File: config.mk
export PLATFORM = sky130hd
export DESIGN_NAME = msesel_top
export DESIGN_NICKNAME = d
export VERILOG_FILES = /design/src/common/msesel_pkg.sv /design/src/rtl/msesel_top.sv
export SDC_FILE = /design/constraint.sdc
export NUM_CORES = 1
export LEC_CHECK = 0
export ABC_AREA = 1
export BUFFER_PORTS_ARGS = -buffer_cell sky130_fd_sc_hd__buf_2
export CORE_MARGIN = 2
export CORE_UTILIZATION = 38
export DETAILED_ROUTE_END_ITERATION = 8
export GPL_TIMING_DRIVEN = 0
export PLACE_DENSITY = 0.7
export SLEW_MARGIN = 10
export SYNTH_ARGS = -nofsm -noshare
export SYNTH_HDL_FRONTEND = slang
export SYNTH_SLANG_ARGS = --single-unit
File: constraint.sdc
create_clock -name clk_i -period 3.5 [get_ports clk_i]
set_clock_uncertainty 0.05 [all_clocks]
set_input_delay 0.175 -clock clk_i [delete_from_list [all_inputs] [get_ports clk_i]]
set_output_delay 0.175 -clock clk_i [all_outputs]
set_load 0.02 [all_outputs]
File: src/common/msesel_pkg.sv
// Package for the mesh stop event select block: register map, event codes, mask fields
package msesel_pkg;
	localparam logic [11:0] REG_CTRL_OFF   = 12'h000;
	localparam logic [11:0] REG_COUNT_OFF  = 12'h004;
	localparam logic [11:0] REG_STATUS_OFF = 12'h008;

	// Control register layout
	localparam int CTRL_EVT_LSB  = 0;
	localparam int CTRL_MASK_LSB = 8;
	localparam int CTRL_EN_BIT   = 16;
	localparam int CTRL_CLR_BIT  = 17;
	localparam logic [31:0] CTRL_RESET = 32'h0000_0000;
	localparam logic [31:0] CTRL_WMASK = 32'h0001_ffff;

	// Event codes
	localparam logic [7:0] EVT_HSINK   = 8'had;
	localparam logic [7:0] EVT_VSINK   = 8'hab;
	localparam logic [7:0] EVT_THROTTLE = 8'hae;
	localparam logic [7:0] EVT_PRIO    = 8'he5;
	localparam logic [7:0] EVT_BYPASS  = 8'he2;
	localparam logic [7:0] EVT_CRD     = 8'he3;
	localparam logic [7:0] EVT_CRD1    = 8'he4;
	localparam logic [7:0] EVT_ALLOC   = 8'he1;
	localparam logic [7:0] EVT_FILL    = 8'he0;
	localparam logic [7:0] EVT_REQ_AG0 = 8'hd0;
	localparam logic [7:0] EVT_REQ_AG1 = 8'hd2;
	localparam logic [7:0] EVT_DAT_AG0 = 8'hd4;
	localparam logic [7:0] EVT_DAT_AG1 = 8'hd6;

	// Ring-class condition vector indices (shared by ingress events)
	localparam int RC_REQ_UNCRD = 0;
	localparam int RC_ACK       = 1;
	localparam int RC_DAT_UNCRD = 2;
	localparam int RC_INV       = 3;
	localparam int RC_REQ_CRD   = 4;
	localparam int RC_DAT_CRD5  = 5;
	localparam int RC_DAT_CRD   = 6;
	localparam int RC_TOP       = 7;

	// Legal mask bits per event group
	localparam logic [7:0] HSINK_VALID = 8'h2f;
	localparam logic [7:0] VSINK_VALID = 8'h1f;
	localparam logic [7:0] PRIO_VALID  = 8'h55;
	localparam logic [7:0] RING_VALID  = 8'hdf;
	localparam logic [7:0] FILL_VALID  = 8'hbf;
	localparam logic [7:0] STALL_VALID = 8'hff;

	localparam logic [31:0] SLVERR_NONE = 32'h0000_0000;
	localparam logic [31:0] COUNT_RESET = 32'h0000_0000;
endpackage

File: src/rtl/msesel_top.sv
// Mesh stop performance event selection, counter and APB register slave
// Functional notes
// - 0xAD counts horizontal sink starvation per ring
// - 0xAB counts vertical sink starvation per ring
// - 0xAE counts source throttle, no mask
// - Count cycles while ingress injection starved
// - 0xE5 counts starvation from other queue priority
// - Ring classes: credited and uncredited mask bits
// - 0xE2 counts ingress bypass packets by class
// - 0xE3/0xE4 credit starvation; both take mask bits 0xdf
// - 0xE1 counts ingress allocations by class
// - Ingress bits: 1 ack, 3 invalidate, 7 ack-core
// - 0xE0 counts cycles any selected class is non-empty; data credited bit 5
// - 0xD0 agent0 request egress credit stalls
// - 0xD2 agent1 request egress credit stalls
// - 0xD4/0xD6 agent0/agent1 data egress stalls
// - Stall mask bit k selects transgress port k
//
// Implementation choices: the register addresses and the APB register port.
`timescale 1ns/100ps
module msesel_top
	import msesel_pkg::*;
(
	input  wire logic        clk_i,                // 125 MHz uncore clock
	input  wire logic        rst_n_i,              // Synchronous reset, active low
	input  wire logic        psel_i,               // APB select
	input  wire logic        penable_i,            // APB enable
	input  wire logic        pwrite_i,             // APB write
	input  wire logic [11:0] paddr_i,              // APB byte address
	input  wire logic [31:0] pwdata_i,             // APB write data
	output logic      [31:0] prdata_o,             // APB read data
	output logic             pready_o,             // APB ready
	output logic             pslverr_o,            // APB error, unmapped address
	input  wire logic [7:0]  horizontal_sink_starve_event_i,  // Per-ring horizontal sink starve
	input  wire logic [7:0]  vertical_sink_starve_event_i,    // Per-ring vertical sink starve
	input  wire logic        source_throttle_event_i,         // Horizontal source throttle
	input  wire logic        ingress_starve_mode_i,           // Ingress in injection starvation
	input  wire logic [7:0]  ingress_priority_starve_event_i, // Per class, other queue wins
	input  wire logic [7:0]  ingress_bypass_event_i,          // Per class bypass packet
	input  wire logic [7:0]  ingress_credit_starve_event_i,   // Per class credit starve (0xE3)
	input  wire logic [7:0]  ingress_credit_starve1_event_i,  // Per class credit starve (0xE4)
	input  wire logic [7:0]  ingress_alloc_event_i,           // Per class allocation
	input  wire logic [7:0]  ingress_fill_event_i,            // Per class non-empty occupancy
	input  wire logic [7:0]  req_agent0_credit_stall_i,       // Per transgress port stall
	input  wire logic [7:0]  req_agent1_credit_stall_i,       // Per transgress port stall
	input  wire logic [7:0]  data_agent0_credit_stall_i,      // Per transgress port stall
	input  wire logic [7:0]  data_agent1_credit_stall_i,      // Per transgress port stall
	output logic             count_pulse_o                    // Registered copy of increment
);

	typedef enum logic [2:0] {
		MSESEL_IDLE   = 3'b001,
		MSESEL_ACCESS = 3'b010,
		MSESEL_DONE   = 3'b100
	} msesel_state_t;

	msesel_state_t state;
	msesel_state_t next_state;
	logic [31:0]   ctrl;
	logic [31:0]   count;
	logic          hit;
	logic [7:0]    evt_code;
	logic [7:0]    sub_mask;
	logic          known_code;
	logic [7:0]    cond;
	logic [7:0]    valid_bits;
	logic          wr_ctrl;
	logic          setup;
	logic          rd_setup;
	logic          wr_access;
	logic          throttle_sel;
	logic          clr_req;
	logic          count_inc;
	logic          next_pslverr;
	logic [31:0]   next_prdata;
	logic [31:0]   next_ctrl;
	logic [31:0]   next_count;
	logic [31:0]   status_word;

	// Mask the ANDed condition vector against mask, then OR-reduce
	function automatic logic sel_any(input logic [7:0] c, input logic [7:0] m, input logic [7:0] v);
		sel_any = |(c & m & v);
	endfunction

	// Register map decode
	function automatic logic addr_hit(input logic [11:0] a);
		addr_hit = (a == REG_CTRL_OFF) || (a == REG_COUNT_OFF) || (a == REG_STATUS_OFF);
	endfunction

	assign evt_code = ctrl[CTRL_EVT_LSB +: 8];
	assign sub_mask = ctrl[CTRL_MASK_LSB +: 8];
	assign setup    = psel_i && !penable_i;
	assign rd_setup = setup && !pwrite_i;
	assign throttle_sel = (evt_code == EVT_THROTTLE);

	// Event decode: choose condition vector and legal mask bits
	always_comb begin
		cond       = 8'h00;
		valid_bits = 8'h00;
		known_code = 1'b1;
		case (evt_code)
			EVT_HSINK: begin
				cond       = horizontal_sink_starve_event_i;
				valid_bits = HSINK_VALID;
			end
			EVT_VSINK: begin
				cond       = vertical_sink_starve_event_i;
				valid_bits = VSINK_VALID;
			end
			EVT_THROTTLE: begin
				cond       = 8'h00;
				valid_bits = 8'h00;
			end
			EVT_PRIO: begin
				cond       = ingress_priority_starve_event_i & {8{ingress_starve_mode_i}};
				valid_bits = PRIO_VALID;
			end
			EVT_BYPASS: begin
				cond       = ingress_bypass_event_i;
				valid_bits = RING_VALID;
			end
			EVT_CRD: begin
				cond       = ingress_credit_starve_event_i & {8{ingress_starve_mode_i}};
				valid_bits = RING_VALID | (8'h01 << RC_TOP);
			end
			EVT_CRD1: begin
				cond       = ingress_credit_starve1_event_i & {8{ingress_starve_mode_i}};
				valid_bits = RING_VALID;
			end
			EVT_ALLOC: begin
				cond       = ingress_alloc_event_i;
				valid_bits = RING_VALID;
			end
			EVT_FILL: begin
				cond       = ingress_fill_event_i;
				valid_bits = FILL_VALID;
			end
			EVT_REQ_AG0: begin
				cond       = req_agent0_credit_stall_i;
				valid_bits = STALL_VALID;
			end
			EVT_REQ_AG1: begin
				cond       = req_agent1_credit_stall_i;
				valid_bits = STALL_VALID;
			end
			EVT_DAT_AG0: begin
				cond       = data_agent0_credit_stall_i;
				valid_bits = STALL_VALID;
			end
			EVT_DAT_AG1: begin
				cond       = data_agent1_credit_stall_i;
				valid_bits = STALL_VALID;
			end
			default: begin
				known_code = 1'b0;
			end
		endcase
	end

	// Throttle has no mask: any enable counts it
	always_comb begin
		if (throttle_sel) begin
			hit = source_throttle_event_i;
		end else begin
			hit = known_code && sel_any(cond, sub_mask, valid_bits);
		end
	end

	// Status bit 1: code recognised, bit 0: live hit
	assign status_word = {30'h0, known_code, hit};

	// APB handshake: setup, one access cycle with pready high
	always_comb begin
		next_state = MSESEL_IDLE;
		case (state)
			MSESEL_IDLE: begin
				if (setup) begin
					next_state = MSESEL_ACCESS;
				end
			end
			MSESEL_ACCESS: begin
				next_state = MSESEL_DONE;
			end
			MSESEL_DONE: begin
				if (setup) begin
					next_state = MSESEL_ACCESS;
				end
			end
			default: begin
				next_state = MSESEL_IDLE;
			end
		endcase
	end

	// Handshake state, back to idle on reset
	always_ff @(posedge clk_i) begin
		if (!rst_n_i) begin
			state <= MSESEL_IDLE;
		end else begin
			state <= next_state;
		end
	end

	// Read mux: the word is taken at the setup edge and stands in the access cycle
	always_comb begin
		next_prdata = SLVERR_NONE;
		if (rd_setup) begin
			case (paddr_i)
				REG_CTRL_OFF: begin
					next_prdata = ctrl & CTRL_WMASK;
				end
				REG_COUNT_OFF: begin
					next_prdata = count;
				end
				REG_STATUS_OFF: begin
					next_prdata = status_word;
				end
				default: begin
					next_prdata = SLVERR_NONE;
				end
			endcase
		end
	end

	// Unmapped addresses are refused in the access cycle
	assign next_pslverr = setup && !addr_hit(paddr_i);

	// pready is high in the access cycle that follows the setup edge
	always_ff @(posedge clk_i) begin
		if (!rst_n_i) begin
			pready_o <= 1'b0;
		end else begin
			pready_o <= setup;
		end
	end

	// Error flag stands with pready for one cycle
	always_ff @(posedge clk_i) begin
		if (!rst_n_i) begin
			pslverr_o <= 1'b0;
		end else begin
			pslverr_o <= next_pslverr;
		end
	end

	// Read data is zero outside the access cycle
	always_ff @(posedge clk_i) begin
		if (!rst_n_i) begin
			prdata_o <= SLVERR_NONE;
		end else begin
			prdata_o <= next_prdata;
		end
	end

	// A write lands at the end of the access cycle the state machine tracks
	assign wr_access = (state == MSESEL_ACCESS) && psel_i && penable_i && pwrite_i;
	assign wr_ctrl   = wr_access && (paddr_i == REG_CTRL_OFF);
	assign clr_req   = wr_ctrl && pwdata_i[CTRL_CLR_BIT];

	// The clear bit is a strobe and is never stored
	always_comb begin
		next_ctrl = ctrl;
		if (wr_ctrl) begin
			next_ctrl = pwdata_i & CTRL_WMASK & ~(32'h0000_0001 << CTRL_CLR_BIT);
		end
	end

	// Control word holds code, mask and enable
	always_ff @(posedge clk_i) begin
		if (!rst_n_i) begin
			ctrl <= CTRL_RESET;
		end else begin
			ctrl <= next_ctrl;
		end
	end

	assign count_inc = ctrl[CTRL_EN_BIT] && hit;

	// Clear wins over an increment in the same cycle
	always_comb begin
		next_count = count;
		if (clr_req) begin
			next_count = COUNT_RESET;
		end else if (count_inc) begin
			next_count = count + 32'h0000_0001;
		end
	end

	always_ff @(posedge clk_i) begin
		if (!rst_n_i) begin
			count <= COUNT_RESET;
		end else begin
			count <= next_count;
		end
	end

	// One-cycle pulse per counted cycle
	always_ff @(posedge clk_i) begin
		if (!rst_n_i) begin
			count_pulse_o <= 1'b0;
		end else begin
			count_pulse_o <= count_inc;
		end
	end

endmodule

==> metrics, run 1 <==
TritonCTS clock tree=done; met2 Use GR=0.3675; Fill cells=1389; post-CTS setup buffers=0; RSZ-0062 raised after global routing=false; worst vdd ir=239.6 uV; global routing met1 resource utilization=0.3409; H-tree depth=3; Routed Antenna Nets=0; worst slew pin tran=0.6827 ns; Final min period=2.604 ns; fmax=0.3840 GHz; ys async rst share=0; switching pwr=0.4484 mW; Synth warnings=0; outcome=complete, no violations; synth unique cells=33; EDFF count, synth=0; number of max-cap violations=0; Max-slew headroom=0.5432; worst-path maximum fanout=10; Synth Register Bits=87; cts repair resizes=0; Setup violations, final=0; NumNets Final=1102; setup total negative slack=0 ns; HP Class=primary input to flip-flop; clk buf depth=2; Top FF cell, synth=dfxtp_1; initial antenna violation count=0; clock sinks=87; Clock Power Share=0.474; IO buf count=167; row count=42; Final Cycle Share=0.7440; largest net degree at the start of global routing=16; most frequent cells in the layout=nand2_1, buf_2, nand3_1; gpl congestion=0.9435; Detailed Route Iter0 Violations=517; most common cell after layout, fill and taps aside=nand2_1; layout cells sized above 1=0.2315; die width=119.2 um; sequential share of power=0.472; I/O pin cnt=182; Synth Instances=776; vias in the first global route=5433; initial cell density of the core=0.3854; syn_nets=924; Antenna Cells=0; final count of hold timing violations=0; Worst setup EP type=flip-flop; total CTS buffers=9; DIE HEIGHT=119.2 um; crit path DAT=2.83 ns; logic gate share of total power=0.054; synthesized area=5042 um2; Routed WL=17.02 mm; Total GRT Usage=0.2401; Switching Fraction=0.2135; residual DRC count=0; Avg Cell Area, Syn=6.498 um2; worst path required time=3.72 ns; Post-DP Area=6098 um2; met3 Usage GRT=0.04933; P_leak=2.865 nW; clock root cell=clkbuf_16; Avg WL per Cell=14.99 um; CP startpoint kind=flip-flop; Final Max Tran Viols=0; Worst-path clk slew=0.06 ns; register area share after synthesis=0.3454; gr ovfl total=0; P_int=1.652 mW; first-pass GRT wire length=27.18 mm; pre-CTS setup slack=0.7357 ns; area delta synth->final=27.22%; Avg Vias per Cell=5.137; Setup CP Type=flip-flop to flip-flop; DR pass1 iterations=5; final worst setup slack=0.8961 ns; Die ar.=14210 um2; reg2reg setup slack=0.90 ns; DP Wirelength=13.64 mm; fin area=6415 um2; via count=5830; core footprint=13090 um2; clock latency on the worst-skew pair=0.34 ns; Most Crowded Layer GR=met2; pwr dens=327.5 nW/um2; Post-CTS Hold Buffers=0
[metal layers]
layer  wire length (um)  up-vias
met5                  0        -
li1                   -     2923
met1               7981     2651
met2               7434      232
met4                300        0
met3               1302       24
[cells by family (layout without fill, tap and decap cells)]
group                    after synthesis  after routing  share of synthesized area
XOR/XNOR                              30             30                    0.05211
flip-flops                            87             87                     0.3454
AND/OR/NAND/NOR                      468            468                     0.4285
adder cells (fa/ha/maj)                1              1                   0.002481
buffers and inverters                100            283                    0.08188
AO/OA/AOI/OAI                         90             90                    0.08958
[worst max-delay path: stages, from the launching register on]
cell,delay (ns)
dfxtp_1,0.35
inv_1,0.13
nand2_1,0.14
nor2_1,0.57
nand3_1,0.15
nand3_1,0.13
nor2_1,0.05
nand3_1,0.11
nand2_1,0.06
nand2_1,0.06
nor2_1,0.06
nand3_4,0.12
buf_2,0.26
nand3_1,0.11
a21oi_1,0.17
[stage by stage]
| step | total power [mW] | std cells | hold WS [ns] | utilization |
|---|---|---|---|---|
| 2_1_floorplan | 1.041 | 776 | 0.2773 | - |
| 3_3_place_gp | 1.124 | 1119 | 0.3987 | 0.4661 |
| 3_5_place_dp | 1.125 | 1119 | 0.4017 | 0.4661 |
| 4_1_cts | 2.116 | 1135 | 0.04240 | 0.4902 |
| 6_report | 2.101 | 1135 | 0.05355 | 0.4902 |
| 5_1_grt | 2.165 | 1135 | 0.07814 | 0.4902 |
[power groups by stage]
stage               clock network (mW)  logic (mW)  registers (mW)
finish                           0.996       0.113           0.992
CTS                               1.01       0.111           0.992
detailed placement                   0       0.111            1.01
global placement                     0       0.110            1.01
floorplan                            0      0.0248            1.02
global route                      1.05       0.123           0.992
[cells in the mapped netlist, types with 2 or more instances]
cell type  number  area share
a21oi_1        67       0.067
buf_2          12       0.012
buf_6           3      0.0067
clkbuf_1       16       0.012
dfxtp_1        87        0.35
inv_1          62       0.046
inv_2           5      0.0037
nand2_1       180        0.13
nand2_2         4      0.0050
nand2_4         4      0.0089
nand3_1       144        0.14
nand3b_1        2      0.0030
nand4_1        11       0.014
nor2_1         74       0.055
nor2_2          2      0.0025
nor2_4          4      0.0089
nor3_1         27       0.027
nor4_1          9       0.011
o21ai_0        20       0.020
o21ai_1         2      0.0020
xnor2_1         2      0.0035
xor2_1         28       0.049
[worst paths after layout]
path / start / endpoint / cells after the start
max: ctrl[0] / count[31] / 14
min reg2reg: ctrl[8] / ctrl[8] / 2
max reg2reg: ctrl[0] / count[31] / 14
min: rst_n_i / pready_o / 3
[flip-flops by register name (all words and copies together) (netlist names)]
name           count
count             32
count_pulse_o      1
ctrl              17
prdata_o          32
pready_o           1
pslverr_o          1
state              3
[final cells by class]
class	instances	area, um2	share of cell area
multi-input combinational	589	2888	0.4502
clock buffer	11	252.7	0.03940
tap	176	220.2	0.03433
sequential	87	1742	0.2715
timing repair buffer	167	835.8	0.1303
clock inverter	5	63.81	0.009947
buffer	32	157.7	0.02458
inverter	68	255.2	0.03979
No activity file was read; power rests on OpenSTA's default activity.
==> inputs of run 2 (changes only) <==
Settings changed: PLACE_DENSITY 0.7 to 0.72.
Clock period 3.5 ns to 2.26 ns, I/O delays scaled along.
==> metrics, run 2 (synthesis results as in run 1) <==
slowest CP cell=dfxtp_4 (was nor2_1); Total GRT Usage=0.2592 (was 0.2401); Worst setup EP type=flip-flop (unchanged); DIE HEIGHT=119.2 um (unchanged); initial antenna violation count=0 (unchanged); DP Wirelength=13.54 mm (was 13.64 mm); HP Class=primary input to flip-flop (unchanged); worst-path maximum fanout=8 (was 10); Avg WL per Cell=16.34 um (was 14.99 um); vias in the first global route=5771 (was 5433); Worst-path clk slew=0.06 ns (about the same); area delta synth->final=48.96% (was 27.22%); layout cells sized above 1=0.3633 (was 0.2315); DR pass1 iterations=5 (unchanged); final worst setup slack=-0.1131 ns (was 0.8961 ns); Antenna Cells=0 (unchanged); most common cell after layout, fill and taps aside=buf_2 (was nand2_1); Final Max Tran Viols=0 (unchanged); TritonCTS clock tree=done (unchanged); Setup CP Type=flip-flop to flip-flop (unchanged); pwr dens=425.7 nW/um2 (was 327.5 nW/um2); crit-path cells=inv_8, nand2_8, nor2_4, nand2_4, nand3_2, nand3_2, nand2_2, nand3_2, nand2_1, nand2_1, nor2_2, nand3_4, nand2_8, clkbuf_16, nand2_1, a21oi_1 (was inv_1, nand2_1, nor2_1, nand3_1, nand3_1, nor2_1, nand3_1, nand2_1, nand2_1, nor2_1, nand3_4, buf_2, nand3_1, a21oi_1); clk buf depth=2 (unchanged); Max-slew headroom=0.5623 (was 0.5432); row count=42 (unchanged); Top Registers=count: 32 flops, prdata_o: 32 flops, ctrl: 17 flops (unchanged); Clock Power Share=0.461 (was 0.474); worst path required time=2.48 ns (was 3.72 ns); Routed WL=19.25 mm (was 17.02 mm); final count of hold timing violations=0 (unchanged); largest net degree at the start of global routing=16 (unchanged); Final Cycle Share=1.050 (was 0.7440); number of max-cap violations=0 (unchanged); Switching Fraction=0.2208 (was 0.2135); Avg Vias per Cell=5.329 (was 5.137); Die ar.=14210 um2 (unchanged); most frequent cells in the layout=buf_2, nand2_1, nand3_1 (was nand2_1, buf_2, nand3_1); initial cell density of the core=0.3854 (unchanged); gr ovfl total=0 (unchanged); outcome=finished with violations (was complete, no violations); clock root cell=clkbuf_16 (unchanged); RSZ-0062 raised after global routing=true (was false); CP bufs+invs=2 (unchanged); gpl congestion=0.9590 (was 0.9435); first-pass GRT wire length=29.28 mm (was 27.18 mm); NumNets Final=1146 (was 1102); Detailed Route Iter0 Violations=554 (was 517); I/O pin cnt=182 (unchanged); clock latency on the worst-skew pair=0.34 ns (about the same); P_int=2.491 mW (was 1.652 mW); Final min period=2.373 ns (was 2.604 ns); core footprint=13090 um2 (unchanged); Util after Layout=0.5740 (was 0.4902); via count=6278 (was 5830); clock sinks=87 (unchanged); logic gate share of total power=0.061 (was 0.054); total CTS buffers=9 (unchanged); top cell family by delay on the critical path=simple AND/OR/NAND/NOR gates (unchanged); pre-CTS setup slack=-0.4317 ns (was 0.7357 ns); failing checks=setup timing; residual DRC count=0 (unchanged); switching pwr=0.7058 mW (was 0.4484 mW); setup total negative slack=-2.618 ns (was 0 ns); H-tree depth=3 (unchanged); IO buf count=167 (unchanged); crit path DAT=2.60 ns (was 2.83 ns); fmax=0.4214 GHz (was 0.3840 GHz); die width=119.2 um (unchanged); Routed Antenna Nets=0 (unchanged); sequential share of power=0.478 (was 0.472); Setup violations, final=34 (was 0); Worst path max stage delay=0.38 ns (was 0.57 ns); worst vdd ir=372.2 uV (was 239.6 uV); CP startpoint kind=flip-flop (unchanged); P_leak=3.283 nW (was 2.865 nW); worst slew pin tran=0.6551 ns (was 0.6827 ns)
## run 2: changes by cell type in the layout (fill, tap and decap cells not counted), moves of 17 or more
cell	delta
nand2_2	+23
buf_4	+22
nor2_1	-17
nand3_1	-28
nand3_2	+24
nand2_1	-31
## run 2: per-stage QoR
stage	total power, mW	area, um2	std cells	hold slack (ns)
after global routing	3.301	7511	1178	0.03493
after detailed placement	1.744	6098	1119	0.3422
after floorplan	1.612	5042	776	0.2153
final	3.197	7511	1178	0.003340
after global placement	1.744	6098	1119	0.3412
after CTS	3.231	7010	1162	0.001748
## run 2: per-layer routing
| metal | global-route usage | wire length, um | part of all wire |
|---|---|---|---|
| met1 | 0.3670 | 8291 | 0.43 |
| met2 | 0.3901 | 8663 | 0.45 |
| met3 | 0.04741 | 1652 | 0.086 |
| met4 | 0.09970 | 644 | 0.033 |
| met5 | 0 | 0 | 0 |
## run 2: cell type report
cell class | count | area, um2
fill | 1190 | 5574
multi-input combinational | 592 | 3416
sequential | 87 | 1767
timing repair buffer | 209 | 1316
inverter | 68 | 272.8
clock buffer | 9 | 225.2
buffer | 31 | 225.2
tap | 176 | 220.2
clock inverter | 6 | 68.82
## run 2: path summary, 6_finish.rpt
path | slack [ns] | depth (start not counted) | startpoint | end
worst max-delay path | -0.11 | 16 | ctrl[3] | count[23]
worst min-delay path | 0.003 | 3 | pwdata_i[2] | ctrl[2]
worst max register to register | -0.11 | 16 | ctrl[3] | count[23]
worst min register to register | 0.41 | 2 | ctrl[12] | ctrl[12]
## run 2: what timing repair did
item | CTS | global route
pin swaps | 23 | 47
gates cloned | 6 | 1
setup endpoints to repair | 34 | 44
hold buffers | 7 | 0
buffers inserted | 16 | 18
endpoints found under the hold margin | 7 | 0
resized for setup | 94 | 84
## run 2: worst register-to-register path: cells and delay by family, from the launching register on
family	cells	cell delay, ns
simple gates	13	1.48
buf+inv	2	0.27
compound gates	1	0.12
flops	1	0.38
## run 2: power groups by stage
stage / clock network, mW / registers, mW / logic [mW]
after CTS: 1.51 / 1.53 / 0.187
final: 1.47 / 1.53 / 0.195
after global routing: 1.56 / 1.53 / 0.212
after global placement: 0 / 1.57 / 0.173
after floorplan: 0 / 1.57 / 0.0384
after detailed placement: 0 / 1.57 / 0.173
==> inputs of run 3 (changes only) <==
Settings changed: CORE_UTILIZATION 38 to 45, PLACE_DENSITY 0.72 to 0.82.
==> metrics, run 3 (synthesis results as in run 1) <==
outcome=finished with violations (unchanged); failing checks=setup timing (unchanged); Overall Power=2.766 mW (was 3.197 mW); layout cells sized above 1=0.3183 (was 0.3633); row count=38 (was 42); RSZ-0062 raised after global routing=true (unchanged); clk buf depth=2 (unchanged); Avg WL per Cell=16.16 um (was 16.34 um); IO buf count=167 (unchanged); H-tree depth=3 (unchanged); Util after Layout=0.6462 (was 0.5740); Final min period=2.394 ns (was 2.373 ns); DR pass1 iterations=5 (unchanged); Max-slew headroom=0.6061 (was 0.5623); WHS Endpoint=ctrl[15] (was ctrl[2]); reg-to-reg endpoint=count[23] (unchanged); HP Class=primary input to flip-flop (unchanged); Worst-path clk slew=0.10 ns (was 0.06 ns); worst vdd ir=338.2 uV (was 372.2 uV); Avg Vias per Cell=5.522 (was 5.329); most frequent cells in the layout=buf_2, nand2_1, nand3_1 (unchanged); area delta synth->final=39.53% (was 48.96%); RR Startpoint=ctrl[1] (was ctrl[3]); worst slew pin tran=0.5887 ns (was 0.6551 ns); total CTS buffers=9 (unchanged); gr ovfl total=0 (unchanged); FF-to-FF path depth=18 (was 16); Antenna Cells=0 (unchanged); pre-CTS setup slack=-0.4487 ns (was -0.4317 ns); DIE HEIGHT=109.9 um (was 119.2 um); initial antenna violation count=0 (unchanged); crit path DAT=2.64 ns (was 2.60 ns); clock sinks=87 (unchanged); Worst setup EP type=flip-flop (unchanged); residual DRC count=0 (unchanged); HP Start=pwdata_i[15] (was pwdata_i[2]); TritonCTS clock tree=done (unchanged); Setup CP Type=flip-flop to flip-flop (unchanged); Fill cells=963 (was 1190); largest net degree at the start of global routing=17 (was 16); setup total negative slack=-2.439 ns (was -2.618 ns); final worst setup slack=-0.1336 ns (was -0.1131 ns); die width=109.9 um (was 119.2 um); core footprint=10890 um2 (was 13090 um2); clock root cell=clkbuf_8 (was clkbuf_16); number of max-cap violations=0 (unchanged); Final Cycle Share=1.059 (was 1.050); via count=6289 (was 6278); NumNets Final=1142 (was 1146); gpl congestion=0.9580 (was 0.9590); Total GRT Usage=0.2919 (was 0.2592); Post-DP Area=6053 um2 (was 6098 um2); clock latency on the worst-skew pair=0.37 ns (was 0.34 ns); DP Wirelength=13.16 mm (was 13.54 mm); Hold Path Cell Cnt=3 (unchanged); I/O pin cnt=182 (unchanged); Final Max Tran Viols=0 (unchanged); reg2reg setup slack=-0.13 ns (was -0.11 ns); Setup violations, final=32 (was 34); first-pass GRT wire length=27.18 mm (was 29.28 mm); Routed Antenna Nets=0 (unchanged); most common cell after layout, fill and taps aside=buf_2 (unchanged); Routed WL=18.41 mm (was 19.25 mm); worst path required time=2.51 ns (was 2.48 ns); initial cell density of the core=0.4631 (was 0.3854); pwr dens=393.1 nW/um2 (was 425.7 nW/um2); final count of hold timing violations=0 (unchanged); vias in the first global route=5574 (was 5771); CP startpoint kind=flip-flop (unchanged); Detailed Route Iter0 Violations=634 (was 554); Top Registers=count: 32 flops, prdata_o: 32 flops, ctrl: 17 flops (unchanged); worst-path maximum fanout=6 (was 8); fmax=0.4178 GHz (was 0.4214 GHz); P_leak=3.120 nW (was 3.283 nW); fin area=7036 um2 (was 7511 um2); Die ar.=12070 um2 (was 14210 um2)
run 3: worst max-delay path by stage:
stage / from / slack [ns] / to
global route: ctrl[2] / -0.22 / count[25]
finish: ctrl[1] / -0.13 / count[23]
CTS: ctrl[4] / 0.002 / count[22]
detailed placement: paddr_i[5] / -0.45 / count[30]
global placement: ctrl[0] / -0.36 / prdata_o[0]
floorplan: ctrl[2] / 0.27 / prdata_o[0]
run 3: per-stage QoR:
step | hold slack [ns] | instances
after CTS | 0.005514 | 1118
final | 0.03820 | 1139
after floorplan | 0.2153 | 776
after global routing | 0.04382 | 1139
after detailed placement | 0.3483 | 1083
after global placement | 0.3382 | 1083
run 3: power breakdown:
part	total, mW	switching [mW]	internal (mW)
logic	0.195	0.0874	0.108
clock network	1.04	0.599	0.445
registers	1.53	0.00108	1.53
run 3: area by class of cell:
type,instances,area (um2),area share
plain buffers,31,209.0,0.02970
clock buffers,10,137.6,0.01956
clock inverters,6,50.05,0.007114
inverters,68,272.8,0.03877
multi-input cells,592,3236,0.4599
flip-flops and latches,87,1772,0.2518
well taps,140,175.2,0.02490
repair buffers,205,1184,0.1682
run 3: what timing repair did:
action                                 in CTS  in global routing
setup endpoints to repair                  34                 43
buffers inserted                            7                 21
pin swaps                                  10                 21
hold buffers                               10                  0
cloned                                      2                  2
endpoints found under the hold margin      10                  0
resized for setup                          47                 82
run 3: critical path: stages, from the launching register on:
cell and delay [ns]:
dfxtp_4 0.41, inv_4 0.07, nand2_4 0.09, nor2_4 0.04, buf_12 0.14, buf_6 0.13
nand3_1 0.12, nand3_1 0.09, nor2_1 0.14, nand3_1 0.11, nand2_1 0.08, nand2_2 0.06
nor2_4 0.11, nand3_4 0.12, nand2_4 0.13, buf_8 0.13, buf_6 0.12, nand2_1 0.05
a21oi_1 0.12
run 3: metal layers:
metal  part of all wire  vias to the layer above  global-route usage  wire (um)
met2               0.45                      393              0.4540       8326
met1               0.41                     2840              0.4107       7604
li1                   -                     3010                   -          -
met3               0.11                       46             0.06046       2095
met5                  0                        -                   0          0
met4              0.021                        0             0.07414        380
